[config.mk]
export PLATFORM = sky130hd
export DESIGN_NAME = rscl_latch
export DESIGN_NICKNAME = d
export VERILOG_FILES = /design/src/shared/rscl_pkg.sv /design/src/hdl/rscl_latch.sv
export SDC_FILE = /design/constraint.sdc
export NUM_CORES = 1
export LEC_CHECK = 0
export BUFFER_PORTS_ARGS = -buffer_cell sky130_fd_sc_hd__buf_4
export CORE_ASPECT_RATIO = 1.25
export CORE_MARGIN = 5
export CORE_UTILIZATION = 42
export CTS_CLUSTER_DIAMETER = 50
export DETAILED_ROUTE_END_ITERATION = 8
export PLACE_DENSITY = 0.75
export SYNTH_ARGS = -nofsm -noshare
export SYNTH_HDL_FRONTEND = slang
export SYNTH_SLANG_ARGS = --single-unit
export TNS_END_PERCENT = 10
[constraint.sdc]
create_clock -name ref_clk -period 1.3 [get_ports ref_clk]
set_input_delay 0.26 -clock ref_clk [delete_from_list [all_inputs] [get_ports ref_clk]]
set_output_delay 0.26 -clock ref_clk [all_outputs]
set_load 0.01 [all_outputs]
[src/shared/rscl_pkg.sv]
// Constants, types and encodings for the reset strap configuration latch
package rscl_pkg;

   // Uplink interface encodings of the two-bit interface strap
   typedef enum logic [1:0] {
      RSCL_IF_MII = 2'b00,
      RSCL_IF_RMII = 2'b01,
      RSCL_IF_GMII = 2'b10,
      RSCL_IF_RGMII = 2'b11
   } rscl_iface_e;

   // Latch state
   typedef enum logic [1:0] {
      RSCL_ST_SAMPLE = 2'b00,
      RSCL_ST_RUN = 2'b01
   } rscl_state_e;

   // Strap bit positions in the sampled vector
   localparam int RSCL_BIT_REFCLK = 0;
   localparam int RSCL_BIT_ROLE = 1;
   localparam int RSCL_BIT_IF_LO = 2;
   localparam int RSCL_BIT_IF_HI = 3;
   localparam int RSCL_BIT_SPEED = 4;
   localparam int RSCL_BIT_PLL = 5;
   localparam int RSCL_BIT_SERIAL = 6;
   localparam int RSCL_STRAP_W = 7;

   // Pull defaults: serial strap has no internal default, pulled low
   localparam logic [6:0] RSCL_STRAP_RST = 7'h3F;

   // Cycles after reset release before straps are captured (sync depth plus one)
   localparam logic [1:0] RSCL_CAPTURE_CYCLES = 2'h3;

   // Software RMII clock select register and bit
   localparam logic [7:0] RSCL_RMII_CTL_OFFSET = 8'h56;
   localparam int RSCL_RMII_CTL_BIT = 7;

   // LED mode field of the global control register
   localparam int RSCL_LED_MODE_LSB = 4;
   localparam int RSCL_LED_MODE_MSB = 5;
   localparam int RSCL_LED_PINS = 6;

   // Captured configuration
   typedef struct packed {
      logic refclk_en;
      logic mac_role;
      rscl_iface_e iface;
      logic gig_speed;
      logic pll_crystal;
      logic mdio_mode;
   } rscl_cfg_s;

   // Pin pair: output, output enable (low = driving)
   typedef struct packed {
      logic o;
      logic oe_n;
   } rscl_pin_s;

endpackage

[src/hdl/rscl_latch.sv]
// Reset strap capture, strap pin reuse and uplink configuration outputs
`timescale 1ns/1ns

// Functional notes
// - Sample every strap pin at reset
// - Strap pins input in reset, output after; serial data out pin only in SPI mode while selected
// - After reset pins drive LEDs per mode
// - Refclk strap high enables 25MHz output
// - Two-bit strap selects MII/RMII/GMII/RGMII
// - Role strap high MAC, low PHY
// - MII PHY role turns CRS/COL, clocks into outputs
// - RMII: high drives rx clock, low external
// - Software bit may override RMII clock choice
// - PLL strap picks crystal or external clock
// - Speed strap sets gigabit, software may change
// - Serial strap low SPI, high MDIO
// - Chip select high floats serial output
// - Data pin SPI input or MDIO bidirectional
// - Hardware reset clears logic, straps sampled
module rscl_latch import rscl_pkg::*; (
   // Clock and reset
   input wire logic ref_clk,
   input wire logic rst,
   // Strap pins: pad level in, driven level out, enable (low drives)
   input wire logic refclk_enable_strap_pin_i,
   output logic refclk_enable_strap_pin_o,
   output logic refclk_enable_strap_pin_oe_n,
   input wire logic uplink_role_strap_pin_i,
   output logic uplink_role_strap_pin_o,
   output logic uplink_role_strap_pin_oe_n,
   input wire logic [1:0] uplink_iface_strap_pins_i,
   output logic [1:0] uplink_iface_strap_pins_o,
   output logic [1:0] uplink_iface_strap_pins_oe_n,
   input wire logic uplink_speed_strap_pin_i,
   output logic uplink_speed_strap_pin_o,
   output logic uplink_speed_strap_pin_oe_n,
   input wire logic pll_source_strap_pin_i,
   output logic pll_source_strap_pin_o,
   output logic pll_source_strap_pin_oe_n,
   input wire logic serial_data_out_i,
   output logic serial_data_out_o,
   output logic serial_data_out_oe_n,
   // Serial management pins
   input wire logic serial_chip_select_n,
   output logic serial_data_io_oe_n,
   // Port logic: LED sources, LED mode, serial drive requests
   input wire logic [5:0] led_src_a,
   input wire logic [5:0] led_src_b,
   input wire logic [1:0] led_mode,
   input wire logic spi_q_data,
   input wire logic mdio_drive,
   // Software overrides: write pulse with value
   input wire logic sw_rmii_clk_wr,
   input wire logic sw_rmii_clk_internal,
   input wire logic sw_speed_wr,
   input wire logic sw_speed_gig,
   // Configuration outputs
   output rscl_cfg_s cfg,
   output logic cfg_valid,
   output logic ref_clock_output_en,
   output logic rmii_clk_internal,
   output logic uplink_rx_clock_pin_oe_n,
   output logic uplink_tx_clock_pin_oe_n,
   output logic crs_col_oe_n,
   output logic pll_use_ext_clock,
   output logic uplink_gig_mac_1g
);

   logic [RSCL_STRAP_W-1:0] strap_meta_q;
   logic [RSCL_STRAP_W-1:0] strap_sync_q;
   logic cs_meta_q;
   logic cs_sync_q;
   logic [1:0] cap_cnt_q;
   rscl_state_e state_q;
   rscl_cfg_s cfg_q;
   logic rmii_int_q;
   logic gig_q;
   logic [RSCL_LED_PINS-1:0] led_q;
   logic sdo_q;
   logic sdo_oe_n_q;
   logic [RSCL_LED_PINS-1:0] led_sel;

   // LED status selected by mode field
   function automatic logic led_pick(input logic a, input logic b, input logic [1:0] m);
      case (m)
         2'b00: led_pick = a;
         2'b01: led_pick = b;
         2'b10: led_pick = a & b;
         default: led_pick = a | b;
      endcase
   endfunction

   // Pad synchronisers
   always_ff @(posedge ref_clk or posedge rst) begin
      if (rst) begin
         strap_meta_q <= RSCL_STRAP_RST;
         strap_sync_q <= RSCL_STRAP_RST;
      end else begin
         strap_meta_q <= {serial_data_out_i, pll_source_strap_pin_i, uplink_speed_strap_pin_i,
                          uplink_iface_strap_pins_i, uplink_role_strap_pin_i, refclk_enable_strap_pin_i};
         strap_sync_q <= strap_meta_q;
      end
   end

   always_ff @(posedge ref_clk or posedge rst) begin
      if (rst) begin
         cs_meta_q <= 1'b1;
         cs_sync_q <= 1'b1;
      end else begin
         cs_meta_q <= serial_chip_select_n;
         cs_sync_q <= cs_meta_q;
      end
   end

   // Capture sequencer: pins stay inputs until sampled
   always_ff @(posedge ref_clk or posedge rst) begin
      if (rst) begin
         cap_cnt_q <= 2'h0;
         state_q <= RSCL_ST_SAMPLE;
      end else begin
         case (state_q)
            RSCL_ST_SAMPLE: begin
               if (cap_cnt_q == RSCL_CAPTURE_CYCLES - 2'h1) begin
                  state_q <= RSCL_ST_RUN;
               end
               cap_cnt_q <= cap_cnt_q + 2'h1;
            end
            default: begin
               state_q <= RSCL_ST_RUN;
            end
         endcase
      end
   end

   // Strap capture, held until next reset
   always_ff @(posedge ref_clk or posedge rst) begin
      if (rst) begin
         cfg_q <= '{1'b1, 1'b1, RSCL_IF_RGMII, 1'b1, 1'b1, 1'b0};
      end else if (state_q == RSCL_ST_SAMPLE && cap_cnt_q == RSCL_CAPTURE_CYCLES - 2'h1) begin
         cfg_q.refclk_en <= strap_sync_q[RSCL_BIT_REFCLK];
         cfg_q.mac_role <= strap_sync_q[RSCL_BIT_ROLE];
         cfg_q.iface <= rscl_iface_e'(strap_sync_q[RSCL_BIT_IF_HI:RSCL_BIT_IF_LO]);
         cfg_q.gig_speed <= strap_sync_q[RSCL_BIT_SPEED];
         cfg_q.pll_crystal <= strap_sync_q[RSCL_BIT_PLL];
         cfg_q.mdio_mode <= strap_sync_q[RSCL_BIT_SERIAL];
      end
   end

   // RMII clock choice: strap at capture, software write after
   always_ff @(posedge ref_clk or posedge rst) begin
      if (rst) begin
         rmii_int_q <= 1'b1;
      end else if (state_q == RSCL_ST_SAMPLE && cap_cnt_q == RSCL_CAPTURE_CYCLES - 2'h1) begin
         rmii_int_q <= strap_sync_q[RSCL_BIT_ROLE];
      end else if (state_q == RSCL_ST_RUN && sw_rmii_clk_wr) begin
         rmii_int_q <= sw_rmii_clk_internal;
      end
   end

   // Gigabit speed: strap at capture, software write after
   always_ff @(posedge ref_clk or posedge rst) begin
      if (rst) begin
         gig_q <= 1'b1;
      end else if (state_q == RSCL_ST_SAMPLE && cap_cnt_q == RSCL_CAPTURE_CYCLES - 2'h1) begin
         gig_q <= strap_sync_q[RSCL_BIT_SPEED];
      end else if (state_q == RSCL_ST_RUN && sw_speed_wr) begin
         gig_q <= sw_speed_gig;
      end
   end

   // LED drive after reset
   always_comb begin
      for (int i = 0; i < RSCL_LED_PINS; i++) begin
         led_sel[i] = led_pick(led_src_a[i], led_src_b[i], led_mode);
      end
   end

   always_ff @(posedge ref_clk or posedge rst) begin
      if (rst) begin
         led_q <= 6'h3F;
      end else if (state_q == RSCL_ST_RUN) begin
         led_q <= ~led_sel;
      end
   end

   // Serial output: SPI data while selected, float when deselected
   always_ff @(posedge ref_clk or posedge rst) begin
      if (rst) begin
         sdo_q <= 1'b0;
         sdo_oe_n_q <= 1'b1;
      end else begin
         sdo_q <= spi_q_data;
         sdo_oe_n_q <= !(state_q == RSCL_ST_RUN && !cfg_q.mdio_mode && !cs_sync_q);
      end
   end

   // Pin outputs
   assign refclk_enable_strap_pin_o = led_q[0];
   assign uplink_role_strap_pin_o = led_q[1];
   assign uplink_iface_strap_pins_o = led_q[3:2];
   assign uplink_speed_strap_pin_o = led_q[4];
   assign pll_source_strap_pin_o = led_q[5];
   assign refclk_enable_strap_pin_oe_n = (state_q != RSCL_ST_RUN);
   assign uplink_role_strap_pin_oe_n = (state_q != RSCL_ST_RUN);
   assign uplink_iface_strap_pins_oe_n = {2{state_q != RSCL_ST_RUN}};
   assign uplink_speed_strap_pin_oe_n = (state_q != RSCL_ST_RUN);
   assign pll_source_strap_pin_oe_n = (state_q != RSCL_ST_RUN);
   assign serial_data_out_o = sdo_q;
   assign serial_data_out_oe_n = sdo_oe_n_q;
   assign serial_data_io_oe_n = !(cfg_q.mdio_mode && state_q == RSCL_ST_RUN && mdio_drive);

   // Configuration outputs
   assign cfg = cfg_q;
   assign cfg_valid = (state_q == RSCL_ST_RUN);
   assign ref_clock_output_en = cfg_q.refclk_en && state_q == RSCL_ST_RUN;
   assign rmii_clk_internal = rmii_int_q;
   assign uplink_rx_clock_pin_oe_n = !((cfg_q.iface == RSCL_IF_MII && !cfg_q.mac_role)
      || (cfg_q.iface == RSCL_IF_RMII && rmii_int_q)
      || cfg_q.iface == RSCL_IF_GMII || cfg_q.iface == RSCL_IF_RGMII);
   assign uplink_tx_clock_pin_oe_n = !(cfg_q.iface == RSCL_IF_MII && !cfg_q.mac_role);
   assign crs_col_oe_n = !((cfg_q.iface == RSCL_IF_MII || cfg_q.iface == RSCL_IF_GMII)
      && !cfg_q.mac_role);
   assign pll_use_ext_clock = cfg_q.iface == RSCL_IF_RMII && !rmii_int_q && !cfg_q.pll_crystal;
   assign uplink_gig_mac_1g = gig_q && (cfg_q.iface == RSCL_IF_GMII || cfg_q.iface == RSCL_IF_RGMII);
endmodule // rscl_latch

==> metrics.md <==
| Metric | Value |
|---|---|
| CP Class | reg -> out |
| Via density | 4.93 |
| Synthesized cell area | around 1400 um2 |
| Clock network power share | 37.9% |
| Final setup viols | 15 |
| First-pass GRT wire length | 4840 um |
| Status | finished with violations |
| Final worst-path cycle share | 124% |
| Sw power | 0.000539 W |
| Leakage power | 0.977 nW |
| Slew headroom | between 70 and 80% |
| DR WL/cell | 15.0 um |
| Initial DRT Pass Iterations | 4 |
| Layout area overhead | 46.4% |
| Clk buf depth | 2 |
| Clock tree root buffer cell | clkbuf_8 |
| Die area | between 4000 and 5000 um2 |
| Clk_lat worst skew | 0.28 ns |
| Final net count | 203 |
| Int Power | 0.00196 W |
| Combinational share of power | 11.6% |
| GRT Overall Usage | 14.6% |
| Most frequent cell after synthesis | dfstp_2 |
| Top-area cell type share of the netlist area | between 50% and 60% |
| Maxcap violations | 0 |
| Share of total power in sequential cells | 50.4% |
| Yosys cell types | 25 |
| Post-synth ARST share | 100% |
| I/O pin count | 60 |
| Core area | 3220 um2 |
| CTS Sinks | 36 |
| Slew @ Worst Pin | 0.423 ns |
| F_max | 621 MHz |
| Setup ws final | -0.311 ns |
| Crit path time final | 1.61 ns |
| Post-synth top cells | dfstp_2, buf_4, dfrtp_1 |
| Power per Cell Area | 1220 nW/um2 |
| Total negative slack | -1.30 ns |
| Critical Path AT | 1.35 ns |
| Total CTS buffers | 5 |
| Input/output buffers | 59 |
| Crit Path Max Fanout | 4 |
| Die Wd | 61.7 um |
| Avg Cell Area, Syn | 13.4 um2 |
| Vias in the first global route | 1130 |
| Main synth FF type | dfstp_2 |
| Post-synth EDFFs | 0 |
| Power, Total | 0.00250 W |
| Number of synthesis warnings | 0 |
| Gpl congestion | 0.738 |
| Largest net degree at the start of global routing | 37 |
| Syn_nets | 136 |
| Setup crit end kind | output port |
| Post-DP HPWL | ~2400 um |
| Yosys reg bits | 36 |
| RSZ-0062 raised after global routing | yes |
| DRT iter0 DRCs | 17 |
| Post-Route WL | 3150 um |
| Failing checks | setup timing |
| Startpoint Class | flop |
| Worst Setup Slack post-DPL | -0.0365 ns |
| Dpl cells | 201 |
| Antenna violations before repair | 0 |
| Hold Vio Cnt, Final | 0 |
| Initial Utilization | ~44% |
| Sequential-to-total area share from yosys stat | 66.8% |
| Cells after synthesis | 105 |
| Reg clk slew, reported paths | 0.07 ns |
| CP Data Required Time | 1.04 ns |
| Hold buffers post-CTS | 0 |
| Vias | 1036 |
| Setup Skew | 0.00446 ns |
| HP Class | in -> async |
| Synth top area cells | dfstp_2, dfrtp_1, mux2_2 |
| Antenna Nets Post-Route | 0 |
| Max IR drop VDD | about 0.97 mV |
| Final Util | 63.7% |
| Max-slew violation count | 0 |
| R2R Setup Slk | 0.01 ns |
| Sw Share | 21.6% |
| DRC viols | 0 |
| Row cnt | 23 |
| H-tree levels | 2 |
| Share of layout cells above drive strength 1 | 69.4% |
| Antenna diodes | 0 |
| Non-Filler Instances | 210 |
| CTS tree | built |
| GRT Residual Overflow | 0 |
| Synth area leader | dfstp_2 |
| Die height | 74.6 um |
[cell type report]
| cell class | instances | area (um2) |
|---|---|---|
| fillers | 272 | 1170 |
| clock inverters | 3 | 42.5 |
| repair buffers | 70 | 544 |
| inverters | 5 | 18.8 |
| well taps | 37 | 46.3 |
| clock buffers | 5 | 68.8 |
| flip-flops and latches | 36 | 938 |
| multi-input cells | 54 | 394 |
[critical path, stage by stage, from the launching register on]
cell and delay [ns]:
dfstp_2 0.56, mux2_4 0.30, nor2_2 0.08, buf_4 0.12
[power groups by stage]
stage / combinational, W / sequential [W] / clock (W)
after floorplan: 0.0000960 / 0.00129 / 0
after global placement: 0.000272 / 0.00127 / 0
after detailed placement: 0.000283 / 0.00128 / 0
after CTS: 0.000292 / 0.00126 / 0.000975
after global routing: 0.000314 / 0.00127 / 0.00103
final: 0.000291 / 0.00126 / 0.000949
[sequential cells by signal (all words and copies together) (netlist names)]
| register | count |
|---|---|
| cap_cnt_q | 2 |
| cfg | 7 |
| cs_meta_q | 1 |
| cs_sync_q | 1 |
| gig_q | 1 |
| led_q | 6 |
| rmii_clk_internal | 1 |
| serial_data_out_o | 1 |
| serial_data_out_oe_n | 1 |
| state_q | 1 |
| strap_meta_q | 7 |
| strap_sync_q | 7 |
[placed cells by master (no fill, tap or decap), types with 3 or more instances in the layout]
cell type and instances:
a21oi_1 3, o21a_1 4, mux2_2 5, a21o_1 4, clkbuf_8 5, inv_1 4
a211oi_1 4, dfstp_2 29, buf_6 5, nand2_1 5, nand3_1 5, buf_4 65
dfrtp_1 6
[per-stage QoR]
stage               instance area (um2)  hold slack, ns
floorplan                          1410           0.264
global placement                   1900           0.339
detailed placement                 1900           0.339
CTS                                2050          0.0743
global route                       2050          0.0631
finish                             2050          0.0785
[kinds of logic (layout without fill, tap and decap cells)]
family / Yosys count / in the layout / share of synthesized area (%)
adders and majority gates: 1 / 1 / 0.892
AOI/OAI and AO/OA: 23 / 23 / 11.1
muxes: 8 / 8 / 6.24
xor gates and xnor gates: 2 / 2 / 1.25
DFF: 36 / 36 / 66.8
buffers and inverters: 15 / 83 / 6.33
and+or+nand+nor: 20 / 20 / 7.40
[routing by layer]
metal | routed length (um) | global-route usage, % | vias up
met5 | 0 | 0 | -
met4 | 63 | 6.60 | 0
met3 | 168 | 4.80 | 6
met2 | 1750 | 25.5 | 38
met1 | 1160 | 15.8 | 505
li1 | - | - | 487
[timing repair]
| action | 4_1_cts | 5_1_grt |
|---|---|---|
| pin swaps | 0 | 0 |
| resized for setup | 9 | 2 |
| setup buffers | 1 | 0 |
| setup endpoints to repair | 20 | 22 |
[worst paths after layout]
kind / start / end / depth (start not counted)
min in group ref_clk: uplink_iface_strap_pins_i[1] / strap_meta_q[3]$_DFF_PP1_ / 1
worst min register to register: strap_meta_q[6]$_DFF_PP0_ / strap_sync_q[6]$_DFF_PP0_ / 0
max in group asynchronous: rst / led_q[5]$_DFFE_PP1P_ / 3
worst max register to register: cap_cnt_q[0]$_DFFE_PP0N_ / cfg[3]$_DFFE_PP1P_ / 5
worst max-delay path: cfg[3]$_DFFE_PP1P_ / uplink_rx_clock_pin_oe_n / 3
worst min-delay path: rst / cap_cnt_q[1]$_DFFE_PP0N_ / 3
No activity file was read; power rests on OpenSTA's default activity.
